`config.mk`:
```
export PLATFORM = sky130hd
export DESIGN_NAME = segment_descriptor_decode_cache
export DESIGN_NICKNAME = d
export VERILOG_FILES = /design/src/include/seg_desc_pkg.sv /design/src/verilog/desc_cache_mem.sv /design/src/verilog/segment_descriptor_decode_cache.sv
export SDC_FILE = /design/constraint.sdc
export NUM_CORES = 1
export LEC_CHECK = 0
export BUFFER_PORTS_ARGS = -buffer_cell sky130_fd_sc_hd__buf_4
export CAP_MARGIN = 20
export CELL_PAD_IN_SITES_DETAIL_PLACEMENT = 0
export CELL_PAD_IN_SITES_GLOBAL_PLACEMENT = 1
export CORE_ASPECT_RATIO = 1.4
export CORE_MARGIN = 2
export CORE_UTILIZATION = 40
export DETAILED_ROUTE_END_ITERATION = 12
export GPL_TIMING_DRIVEN = 0
export PLACE_DENSITY_LB_ADDON = 0.1
export SLEW_MARGIN = 10
export SYNTH_ARGS = -nofsm -noshare
export SYNTH_HDL_FRONTEND = slang
export SYNTH_HIERARCHICAL = 1
export SYNTH_SLANG_ARGS = --single-unit
```
`constraint.sdc`:
```
create_clock -name core_clk -period 9 [get_ports core_clk]
set_input_delay 1.8 -clock core_clk [delete_from_list [all_inputs] [get_ports core_clk]]
set_output_delay 1.8 -clock core_clk [all_outputs]
set_load 0.02 [all_outputs]
```
`src/include/seg_desc_pkg.sv`:
```
/*
  Shared constants, field positions and carriers for the segment
  descriptor decoder and its descriptor cache.
  Assumes a single core clock domain; no timescale in this file.
*/
package seg_desc_pkg;

  // ----------------------------------------------------------------
  // Sizes
  // ----------------------------------------------------------------
  localparam int SEG_COUNT       = 6;
  localparam int CACHE_DEPTH     = 8;
  localparam int CACHE_AW        = 3;
  localparam int DESC_W          = 64;
  localparam int DESC_BYTES      = 8;
  localparam int WORD_STEP       = 4;

  // ----------------------------------------------------------------
  // Selector fields
  // ----------------------------------------------------------------
  localparam int SEL_PRIV_LSB    = 0;
  localparam int SEL_TABLE_BIT   = 2;
  localparam int SEL_IDX_LSB     = 3;
  localparam int SEL_IDX_W       = 13;

  // ----------------------------------------------------------------
  // Descriptor fields (bit positions in the 64-bit descriptor)
  // ----------------------------------------------------------------
  localparam int D_LIMLO_LSB     = 0;
  localparam int D_BASELO_LSB    = 16;
  localparam int D_TYPE_LSB      = 40;
  localparam int D_S_BIT         = 44;
  localparam int D_PRIV_LSB      = 45;
  localparam int D_P_BIT         = 47;
  localparam int D_LIMHI_LSB     = 48;
  localparam int D_B_BIT         = 54;
  localparam int D_G_BIT         = 55;
  localparam int D_BASEHI_LSB    = 56;
  localparam int D_UPPER_LSB     = 48;
  localparam int G_SEL_LSB       = 16;
  localparam int G_WC_LSB        = 32;
  localparam int G_OFFHI_LSB     = 48;

  // ----------------------------------------------------------------
  // Type codes and fault vectors
  // ----------------------------------------------------------------
  localparam logic [3:0] T_TASK_GATE = 4'h5;
  localparam logic [3:0] T_TASK_SEG_A16 = 4'h1;
  localparam logic [3:0] T_TASK_SEG_B16 = 4'h3;
  localparam logic [3:0] T_TASK_SEG_A32 = 4'h9;
  localparam logic [3:0] T_TASK_SEG_B32 = 4'hB;
  localparam int         T_NATIVE_BIT = 3;
  localparam int         T_CODE_BIT   = 3;
  localparam logic [7:0] VEC_NONE    = 8'h00;
  localparam logic [7:0] VEC_NOT_PRESENT = 8'h0B;
  localparam logic [7:0] VEC_GEN_PROT    = 8'h0D;
  localparam logic [6:0] ITEM_BYTES_16   = 7'h02;
  localparam logic [6:0] ITEM_BYTES_32   = 7'h04;

  typedef struct packed {
    logic [31:0] base;
    logic [19:0] limit;
    logic        gran;
    logic        big;
    logic        present;
    logic [1:0]  descriptor_privilege;
    logic        code_data;
    logic [3:0]  seg_type;
    logic        legacy;
  } seg_info_s;

  typedef struct packed {
    logic [15:0] dest_selector;
    logic [31:0] dest_offset;
    logic [4:0]  word_count;
    logic [6:0]  param_bytes;
    logic        native;
    logic        task_gate;
    logic        push_wide;
    logic [7:0]  fault_vec;
  } gate_info_s;

  typedef struct packed {
    logic [1:0]            requested_privilege;
    logic                  table_select_bit;
    logic [SEL_IDX_W-1:0]  index;
  } sel_fields_s;

endpackage

```
`src/verilog/desc_cache_mem.sv`:
```
/*
  Descriptor cache storage: one 64-bit entry per segment register.
  Single write port, single read port with registered read data.
  Assumes one clock, synchronous active-low reset.
*/
`timescale 1ns/1ps
module desc_cache_mem
  import seg_desc_pkg::*;
(
  input  wire logic                         core_clk,
  input  wire logic                         rst_n,
  input  wire logic                         wr_en,
  input  wire logic [seg_desc_pkg::CACHE_AW-1:0] wr_addr,
  input  wire logic [seg_desc_pkg::DESC_W-1:0]   wr_data,
  input  wire logic                         rd_en,
  input  wire logic [seg_desc_pkg::CACHE_AW-1:0] rd_addr,
  output logic      [seg_desc_pkg::DESC_W-1:0]   rd_data
);

  logic [DESC_W-1:0] store_reg [CACHE_DEPTH];
  logic [DESC_W-1:0] rd_data_reg;

  always_ff @(posedge core_clk)
  begin
    if (wr_en)
      store_reg[wr_addr] <= wr_data;
  end

  always_ff @(posedge core_clk)
  begin
    if (!rst_n)
      rd_data_reg <= '0;
    else if (rd_en)
      rd_data_reg <= store_reg[rd_addr];
  end

  assign rd_data = rd_data_reg;

endmodule // desc_cache_mem

```
`src/verilog/segment_descriptor_decode_cache.sv`:
```
/*
  Segment descriptor decoder and per-segment descriptor cache.
  Loads a descriptor from the table in memory on a selector write,
  serves references from the cache, and decodes gate descriptors.
  Assumes a same-clock memory port that acks each 32-bit read once.
*/
`timescale 1ns/1ps
// Contract
// - Upper word zero means legacy descriptor
// - Native 32/20+G base/limit, legacy 24/16
// - Word count counts 16- or 32-bit items
// - Stack B bit picks push width
// - Gate selector names code segment or task
// - Gate offset 16 legacy, 32 native
// - Selector gives table, index, requested privilege
// - Selector write fetches 8-byte descriptor
// - References served from cache, no refetch
// - Cache changes only on segment reload
// - No software readback of cache contents
// - Absent gate raises fault 11
// - Wrong target type raises fault 13
module segment_descriptor_decode_cache
  import seg_desc_pkg::*;
(
  input  wire logic                 core_clk,
  input  wire logic                 rst_n,
  input  wire logic [31:0]          global_table_base,
  input  wire logic [31:0]          local_table_base,
  input  wire logic                 seg_wr_valid,
  input  wire logic [2:0]           seg_wr_idx,
  input  wire logic [15:0]          seg_wr_selector,
  output logic                      seg_wr_ready,
  output logic                      seg_load_done,
  output seg_desc_pkg::sel_fields_s seg_sel_fields,
  output logic                      mem_req,
  output logic      [31:0]          mem_addr,
  input  wire logic                 mem_ack,
  input  wire logic [31:0]          mem_rdata,
  input  wire logic                 ref_valid,
  input  wire logic [2:0]           ref_idx,
  output logic                      ref_done,
  output seg_desc_pkg::seg_info_s   ref_info,
  input  wire logic                 gate_valid,
  input  wire logic [63:0]          gate_desc,
  input  wire logic [63:0]          target_desc,
  input  wire logic                 stack_b_bit,
  output logic                      gate_done,
  output seg_desc_pkg::gate_info_s  gate_info
);

  // ----------------------------------------------------------------
  // Decode functions
  // ----------------------------------------------------------------
  function automatic sel_fields_s split_selector(input logic [15:0] sel);
    sel_fields_s f;
    f.requested_privilege = sel[SEL_PRIV_LSB +: 2];
    f.table_select_bit    = sel[SEL_TABLE_BIT];
    f.index               = sel[SEL_IDX_LSB +: SEL_IDX_W];
    return f;
  endfunction

  function automatic seg_info_s decode_seg(input logic [63:0] d);
    seg_info_s s;
    s.legacy  = (d[D_UPPER_LSB +: 16] == 16'h0000);
    s.base    = {d[D_BASEHI_LSB +: 8], d[D_BASELO_LSB +: 24]};
    s.limit   = {d[D_LIMHI_LSB +: 4], d[D_LIMLO_LSB +: 16]};
    s.gran    = d[D_G_BIT];
    s.big     = d[D_B_BIT];
    s.present = d[D_P_BIT];
    s.descriptor_privilege = d[D_PRIV_LSB +: 2];
    s.code_data = d[D_S_BIT];
    s.seg_type  = d[D_TYPE_LSB +: 4];
    return s;
  endfunction

  function automatic logic is_task_seg(input seg_info_s s);
    return !s.code_data && (s.seg_type == T_TASK_SEG_A16 || s.seg_type == T_TASK_SEG_B16 ||
                            s.seg_type == T_TASK_SEG_A32 || s.seg_type == T_TASK_SEG_B32);
  endfunction

  // ----------------------------------------------------------------
  // Descriptor load state machine
  // ----------------------------------------------------------------
  typedef enum logic [1:0] {
    ST_IDLE     = 2'b00,
    ST_FETCH_LO = 2'b01,
    ST_FETCH_HI = 2'b10
  } load_state_e;

  load_state_e state_reg, state_next;
  logic [2:0]  slot_reg, slot_next;
  logic [31:0] lo_reg, lo_next;
  logic [31:0] addr_reg, addr_next;
  logic        req_reg, req_next;
  logic        ready_reg, ready_next;
  logic        done_reg, done_next;
  sel_fields_s sel_reg, sel_next;
  sel_fields_s wr_fields;
  logic [31:0] tbl_base;
  logic        cache_we;
  logic [63:0] cache_wdata;

  assign wr_fields   = split_selector(seg_wr_selector);
  assign tbl_base    = wr_fields.table_select_bit ? local_table_base : global_table_base;
  // Only the load machine writes the cache; nothing else touches it
  assign cache_we    = (state_reg == ST_FETCH_HI) && mem_ack;
  assign cache_wdata = {mem_rdata, lo_reg};

  always_comb
  begin
    state_next = state_reg;
    slot_next  = slot_reg;
    lo_next    = lo_reg;
    addr_next  = addr_reg;
    req_next   = req_reg;
    ready_next = ready_reg;
    done_next  = 1'b0;
    sel_next   = sel_reg;
    case (state_reg)
      ST_IDLE:
      begin
        if (seg_wr_valid && ready_reg)
        begin
          slot_next  = seg_wr_idx;
          sel_next   = wr_fields;
          addr_next  = tbl_base + {16'h0000, wr_fields.index, 3'b000};
          req_next   = 1'b1;
          ready_next = 1'b0;
          state_next = ST_FETCH_LO;
        end
      end
      ST_FETCH_LO:
      begin
        if (mem_ack)
        begin
          lo_next    = mem_rdata;
          addr_next  = addr_reg + 32'(WORD_STEP);
          state_next = ST_FETCH_HI;
        end
      end
      ST_FETCH_HI:
      begin
        if (mem_ack)
        begin
          req_next   = 1'b0;
          ready_next = 1'b1;
          done_next  = 1'b1;
          state_next = ST_IDLE;
        end
      end
      default:
      begin
        req_next   = 1'b0;
        ready_next = 1'b1;
        state_next = ST_IDLE;
      end
    endcase
  end

  always_ff @(posedge core_clk)
  begin
    if (!rst_n)
    begin
      state_reg <= ST_IDLE;
      slot_reg  <= '0;
      lo_reg    <= '0;
      addr_reg  <= '0;
      req_reg   <= 1'b0;
      ready_reg <= 1'b1;
      done_reg  <= 1'b0;
      sel_reg   <= '0;
    end
    else
    begin
      state_reg <= state_next;
      slot_reg  <= slot_next;
      lo_reg    <= lo_next;
      addr_reg  <= addr_next;
      req_reg   <= req_next;
      ready_reg <= ready_next;
      done_reg  <= done_next;
      sel_reg   <= sel_next;
    end
  end

  assign seg_wr_ready   = ready_reg;
  assign seg_load_done  = done_reg;
  assign seg_sel_fields = sel_reg;
  assign mem_req        = req_reg;
  assign mem_addr       = addr_reg;

  // ----------------------------------------------------------------
  // Cache storage and reference path
  // ----------------------------------------------------------------
  // Read port feeds only the decoder, never a software-visible path
  logic [63:0] cache_rdata;

  desc_cache_mem u_cache (
    .core_clk (core_clk),
    .rst_n    (rst_n),
    .wr_en    (cache_we),
    .wr_addr  (slot_reg),
    .wr_data  (cache_wdata),
    .rd_en    (ref_valid),
    .rd_addr  (ref_idx),
    .rd_data  (cache_rdata)
  );

  // ----------------------------------------------------------------
  // Reference decode and gate decode
  // ----------------------------------------------------------------
  logic       pend_reg, pend_next;
  logic       rdone_reg, rdone_next;
  seg_info_s  rinfo_reg, rinfo_next;
  logic       gdone_reg, gdone_next;
  gate_info_s ginfo_reg, ginfo_next;
  seg_info_s  gate_seg;
  seg_info_s  tgt_seg;
  seg_info_s  cached;

  assign gate_seg = decode_seg(gate_desc);
  assign tgt_seg  = decode_seg(target_desc);
  assign cached   = decode_seg(cache_rdata);

  always_comb
  begin
    pend_next  = ref_valid;
    rdone_next = pend_reg;
    rinfo_next = rinfo_reg;
    if (pend_reg)
    begin
      rinfo_next = cached;
      if (cached.legacy)
      begin
        rinfo_next.base[31:24]  = 8'h00;
        rinfo_next.limit[19:16] = 4'h0;
        rinfo_next.gran         = 1'b0;
      end
    end
    gdone_next = gate_valid;
    ginfo_next = ginfo_reg;
    if (gate_valid)
    begin
      ginfo_next.native        = gate_seg.seg_type[T_NATIVE_BIT];
      ginfo_next.task_gate     = (gate_seg.seg_type == T_TASK_GATE);
      ginfo_next.dest_selector = gate_desc[G_SEL_LSB +: 16];
      ginfo_next.dest_offset   = {16'h0000, gate_desc[15:0]};
      if (gate_seg.seg_type[T_NATIVE_BIT])
        ginfo_next.dest_offset[31:16] = gate_desc[G_OFFHI_LSB +: 16];
      ginfo_next.word_count    = gate_desc[G_WC_LSB +: 5];
      ginfo_next.param_bytes   = 7'(gate_desc[G_WC_LSB +: 5]) *
        (gate_seg.seg_type[T_NATIVE_BIT] ? ITEM_BYTES_32 : ITEM_BYTES_16);
      ginfo_next.push_wide     = stack_b_bit;
      if (!gate_seg.present)
        ginfo_next.fault_vec = VEC_NOT_PRESENT;
      else if (ginfo_next.task_gate ? !is_task_seg(tgt_seg) :
               !(tgt_seg.code_data && tgt_seg.seg_type[T_CODE_BIT]))
        ginfo_next.fault_vec = VEC_GEN_PROT;
      else
        ginfo_next.fault_vec = VEC_NONE;
    end
  end

  always_ff @(posedge core_clk)
  begin
    if (!rst_n)
    begin
      pend_reg  <= 1'b0;
      rdone_reg <= 1'b0;
      rinfo_reg <= '0;
      gdone_reg <= 1'b0;
      ginfo_reg <= '0;
    end
    else
    begin
      pend_reg  <= pend_next;
      rdone_reg <= rdone_next;
      rinfo_reg <= rinfo_next;
      gdone_reg <= gdone_next;
      ginfo_reg <= ginfo_next;
    end
  end

  assign ref_done  = rdone_reg;
  assign ref_info  = rinfo_reg;
  assign gate_done = gdone_reg;
  assign gate_info = ginfo_reg;
endmodule // segment_descriptor_decode_cache

```
# Word level (Yosys, flattened, before mapping)
# Memories as Yosys holds them, arrays and structs flattened. A register that Yosys moved wholly into a read port is not among the register bits.
# Cells that the tools add are included.
[word_totals]
mem_bits_rw = 512
input_bits = 253
output_inout_bits = 187
wordCells = 90
regBits = 225
n_memories = 1
[op_classes]
bitwise = 1
n_eq_ne = 10
n_mux = 25
n_reduce_logical = 20
multipliers = 1
add_sub_neg = 2
[memory_table]
columns = ["memory", "words", "width", "read_ports", "rd_ports_with_merged_regs", "wr", "line_no", "text"]
rows = [
  ["u_cache.store_reg", 8, 64, 1, 1, 1, "desc_cache_mem.sv:20", "logic [DESC_W-1:0] store_reg [CACHE_DEPTH];"],
]
[op_table]
columns = ["op", "n"]
rows = [
  ["32-bit 2-to-1 mux", 3],
  ["32-bit one-hot mux with 2 select lines", 1],
  ["32-bit by 16-bit adder with 32-bit output", 1],
  ["32-bit by 3-bit adder with 32-bit output (second input constant)", 1],
  ["16-bit logical NOT", 1],
  ["16-bit 2-to-1 mux", 1],
  ["4-bit 2-to-1 mux", 3],
  ["1-bit 2-to-1 mux", 9],
  ["3-bit AND reduction", 3],
  ["4-bit == test (second input constant)", 2],
  ["8-bit 2-to-1 mux", 1],
  ["5-bit by 3-bit multiplier with 7-bit output", 1],
  ["2-bit 2-to-1 mux", 3],
  ["2-bit != test (second input constant)", 3],
  ["1-bit one-hot mux with 3 select lines", 2],
  ["2-bit one-hot mux with 3 select lines", 1],
  ["2-bit AND reduction", 3],
  ["4-bit by 1-bit == test with 1-bit output (second input constant)", 1],
  ["4-bit by 2-bit == test with 1-bit output (second input constant)", 1],
  ["4-bit by 3-bit == test with 1-bit output (second input constant)", 1],
  ["1-bit logical AND", 4],
  ["1-bit logical NOT", 4],
  ["1-bit logical OR", 3],
  ["3-bit 2-to-1 mux", 1],
  ["other kinds (5)", 5],
]

# Logic depth before layout (Yosys ltp)
[logic_depth]
ltp_word = 9
mapped_depth = 14
ltp_nobuf = 10

# Cells and area by module
# The synthesis kept the hierarchy.
[by_module_without_submodules]
columns = ["module", "area_each_um2", "seq_area_each_um2", "cells_per_inst", "n_inst"]
rows = [
  ["desc_cache_mem", 21645.8, 16656.0, 1181, 1],
  ["segment_descriptor_decode_cache", 10490.1, 4384.2, 1182, 1],
]

# Worst setup path after synthesis
# No wires, ideal clock.
[synth_timing]
path_type = "input to register"
startpoint = "input mem_ack"
endpoint = "memory u_cache.store_reg[0][0] (enable)"
setup_time_ns = 0.565
arrival_time_ns = 6.429
path_slack_ns = 2.006
required_time_ns = 8.435
cell_stages = 3
path_cell_list = "and3b_1 > nand2b_1 > nor3_1"
[synth_via]
elab_chain_cells = 3
[synth_lines]
columns = ["element", "line_no", "text"]
rows = [
  ["from (decl)", "segment_descriptor_decode_cache.sv:37", "input wire logic mem_ack,"],
  ["1-bit logical AND", "segment_descriptor_decode_cache.sv:106", "assign cache_we = (state_reg == ST_FETCH_HI) && mem_ack;"],
  ["1-bit 2-to-1 mux", "desc_cache_mem.sv:25", "if (wr_en)"],
  ["1-bit 2-to-1 mux (implied by the code)", "desc_cache_mem.sv:26", "store_reg[wr_addr] <= wr_data;"],
  ["to (decl)", "desc_cache_mem.sv:20", ""],
]
# No other way between the ends.

# Worst setup path after layout
[layout_timing]
startpoint = "input seg_wr_selector[2]"
endpoint = "register addr_reg[27] (netlist: mem_addr[27])"
[layout_via]
elab_chain_cells = 4
[layout_lines]
columns = ["element", "line_no", "text"]
rows = [
  ["from (decl)", "segment_descriptor_decode_cache.sv:31", "input wire logic [15:0] seg_wr_selector,"],
  ["32-bit 2-to-1 mux", "segment_descriptor_decode_cache.sv:104", "assign tbl_base = wr_fields.table_select_bit ? local_table_base : global_table_base;"],
  ["32-bit by 16-bit adder with 32-bit output", "segment_descriptor_decode_cache.sv:126", "addr_next = tbl_base + {16'h0000, wr_fields.index, 3'b000};"],
  ["32-bit 2-to-1 mux", "segment_descriptor_decode_cache.sv:122", "if (seg_wr_valid && ready_reg)"],
  ["32-bit one-hot mux with 2 select lines", "segment_descriptor_decode_cache.sv:119", "case (state_reg)"],
  ["to (signal assigned)", "segment_descriptor_decode_cache.sv:178", "addr_reg <= addr_next;"],
  ["to (decl)", "segment_descriptor_decode_cache.sv:93", "logic [31:0] addr_reg, addr_next;"],
]
# No other way between the ends. The select of a mux whose other input is x is not followed.
# A chain may end at the register's enable or synchronous reset.

==> run_results.csv <==
group,metric,value,unit
floorplanning,die-width,243.6,µm
synthesis,synth_top_cell_by_area,"edfxtp_1",
placement,post-dp-hpwl,74.29,mm
cts,htreeDepth,3,
synthesis,async_reset_ff_share,0,%
global_routing,grt_pass1_vias,22100,
floorplanning,fp.dieH,339.4,µm
layout,instances_no_fill,3988,
routing,vias,21570,
sta,drv_slew,0,
routing,vias_per_cell,5.408,
global_routing,antenna_found_initial,7,
routing,dr.pass1.iters,5,
sta,worst_pin_slew,1.130,ns
synthesis,syn_area,0.03214,mm²
sta,fin_crit_sh,59.50,%
setup_path,cp.required,9.51,ns
power,p_total,8.297,mW
setup_path,critPathArrivalTime,5.87,ns
synthesis,synth_ff_type,"edfxtp_1",
cts,cts_made_buffers,79,
sta,whs,0.4680,ns
routing,wirelength,102.4,mm
flow_run,drv_cap,0,
layout,largest_reg_flops,512,
routing,drtIter0Drc,1430,
synthesis,ys_seq_area_share,65.47,%
setup_path,start_kind,"input pin",
setup_path,crit_type,"input pin to flip-flop",
cts,clkSinkCount,795,
global_routing,grt_max_degree,24,
synthesis,yosysWarnings,6,
floorplanning,dieArea,0.08265,mm²
sta,fin_ws,3.645,ns
cts,clock_path_buffers,3,
sta,grt_setup_unrepaired,"false",
layout,syn_to_final_growth,22.92,%
layout,fin_nets,3128,
global_routing,grt_pass1_wl,147.3,mm
synthesis,synthTopCellsByArea,"edfxtp_1, dfxtp_1, mux2i_1",
layout,final_layout_size_suffix_gt1_share,25.15,%
outcome,status,"complete, no violations",
placement,io_buffers,365,
global_routing,track_usage,24.35,%
synthesis,yosysMostFrequentCell,"edfxtp_1",
placement,pre_cts_ws,3.010,ns
setup_path,r2r_slack,5.99,ns
worst_hold_path,hp-class,"flip-flop to flip-flop",
setup_path,cpMaxStageDelayCell,"a22oi_1",
sta,setup_viol,0,
power,p_leak,14.21,nW
setup_path,path_max_fanout,10,
cts,holdBufCountCts,0,
power,powerDensity,210.1,mW/mm²
floorplanning,pin_count,440,
sta,hold_viol,0,
sta,timing.fmax,186.7,MHz
placement,dp_cells,3836,
global_routing,grt_overflow,0,
synthesis,syn_inst,2363,
cts,path_clk_slew,0.06,ns
synthesis,synth_edf_count,512,
routing,ant_nets,0,
synthesis,postSynthAreaPerCell,13.60,µm²
synthesis,synth_commonest_cells,"edfxtp_1, dfxtp_1, mux2i_1",
sta,slew-limit-headroom,24.70,%
setup_path,path_cells,"buf_4, buf_6, buf_4, buf_2, buf_2, mux2_2, ha_1, fa_1, a21oi_1, o211ai_1, a22oi_1, nand2_1, nand3_1, xor2_1, o2bb2ai_1",
cts,cts_tree,"built",
synthesis,yosysTopAreaCellShare,47.84,%
placement,gp_congestion,0.8605,
setup_path,max_stage_delay,0.60,ns
setup_path,end_kind,"flip-flop",
floorplanning,start_util,40.16,%
routing,drc_errors,0,
cts,insertion_delay,0.64,ns
power,ir_worst_vdd,0.1309,mV
cts,cts_resized,0,
cts,cts_setup_buffers,0,
sta,period_minus_slack,5.355,ns
synthesis,yosysUniqueCellTypes,63,
floorplanning,num_rows,123,
routing,wl_per_cell,25.67,µm
synthesis,synth-seq-cells,795,
sta,skew,0.01948,ns
floorplanning,core_area,0.08003,mm²
cts,root_buffer,"clkbuf_16",
[routing by layer]
layer	global-route usage (%)	wire (µm)	vias up
met2	43.82	52870	765
met1	28.37	39530	10750
li1	-	-	9873
met4	9.324	3524	4
met5	0	29	-
met3	4.981	6413	173
[through the flow]
stage | instance area (µm²) | TNS [ns] | util [%]
after floorplan | 32160 | 0 | -
after global placement | 36230 | -440.18 | 45.27
after detailed placement | 36860 | 0 | 46.06
after CTS | 39480 | 0 | 49.33
final | 39500 | 0 | 49.36
after global routing | 39490 | 0 | 49.35
[logic make-up (layout without fill, tap and decap cells)]
| logic type | Yosys count | count (layout) | share of synthesized area [%] |
|---|---|---|---|
| other | 2 | 13 | 0.02337 |
| adder cells (fa/ha/maj) | 19 | 19 | 0.7865 |
| buffers and inverters | 170 | 722 | 2.819 |
| XOR/XNOR | 26 | 26 | 0.7086 |
| flip-flops | 795 | 795 | 65.47 |
| AO/OA/AOI/OAI | 510 | 510 | 10.34 |
| AND/OR/NAND/NOR | 451 | 451 | 7.129 |
| multiplexers | 390 | 390 | 12.72 |
[where the power goes]
group | switching, mW | internal, mW | total, mW
logic | 0.534 | 0.355 | 0.889
registers | 0.103 | 3.97 | 4.08
clock network | 1.41 | 1.92 | 3.33
[placed cells by master, fill, tap and decap left out, types with 9 or more instances in the layout]
master / count
mux2_2: 146
o21ai_0: 119
a31oi_1: 10
clkbuf_1: 118
xor2_1: 10
clkinv_2: 12
a21oi_1: 130
nor2_1: 32
xnor2_1: 16
buf_4: 391
buf_2: 19
a221o_1: 40
a22oi_1: 33
nand2_1: 161
o221ai_1: 27
buf_12: 22
buf_1: 11
nand3_1: 37
nor2b_1: 143
conb_1: 9
and2_1: 12
inv_1: 11
clkinv_1: 9
clkbuf_16: 86
nand4_1: 12
edfxtp_1: 512
dfxtp_1: 283
ha_1: 17
a21boi_0: 54
buf_6: 13
o22ai_1: 41
mux2i_1: 244
[final cells by class]
cell class	count	area, µm²
fill	7094	40530
clock inverter	35	301.5
multi-input combinational	1405	10280
clock buffer	112	2321
buffer	159	864.6
tap	1062	1329
sequential	795	21040
timing repair buffer	405	3314
inverter	11	41.29
antenna	4	10.01
[path summary, 6_finish.rpt]
| check | startpoint | endpoint | cells past startpoint |
|---|---|---|---|
| worst max-delay path | seg_wr_selector[2] | mem_addr[27] | 15 |
| worst min-delay path | seg_sel_fields[8] | seg_sel_fields[8] | 2 |
| worst max register to register | state_reg[0] | lo_reg[25] | 6 |
| worst min register to register | seg_sel_fields[8] | seg_sel_fields[8] | 2 |
[worst max-delay path: cells and delay by family]
kind                       cells  cell delay (ns)
buffers and inverters          5             1.15
and+or+nand+nor                2             0.57
muxes                          1             0.38
adders and majority gates      2             0.66
xor gates and xnor gates       1             0.20
AOI/OAI and AO/OA              4             1.09
Power figures use the tool's default switching activity.
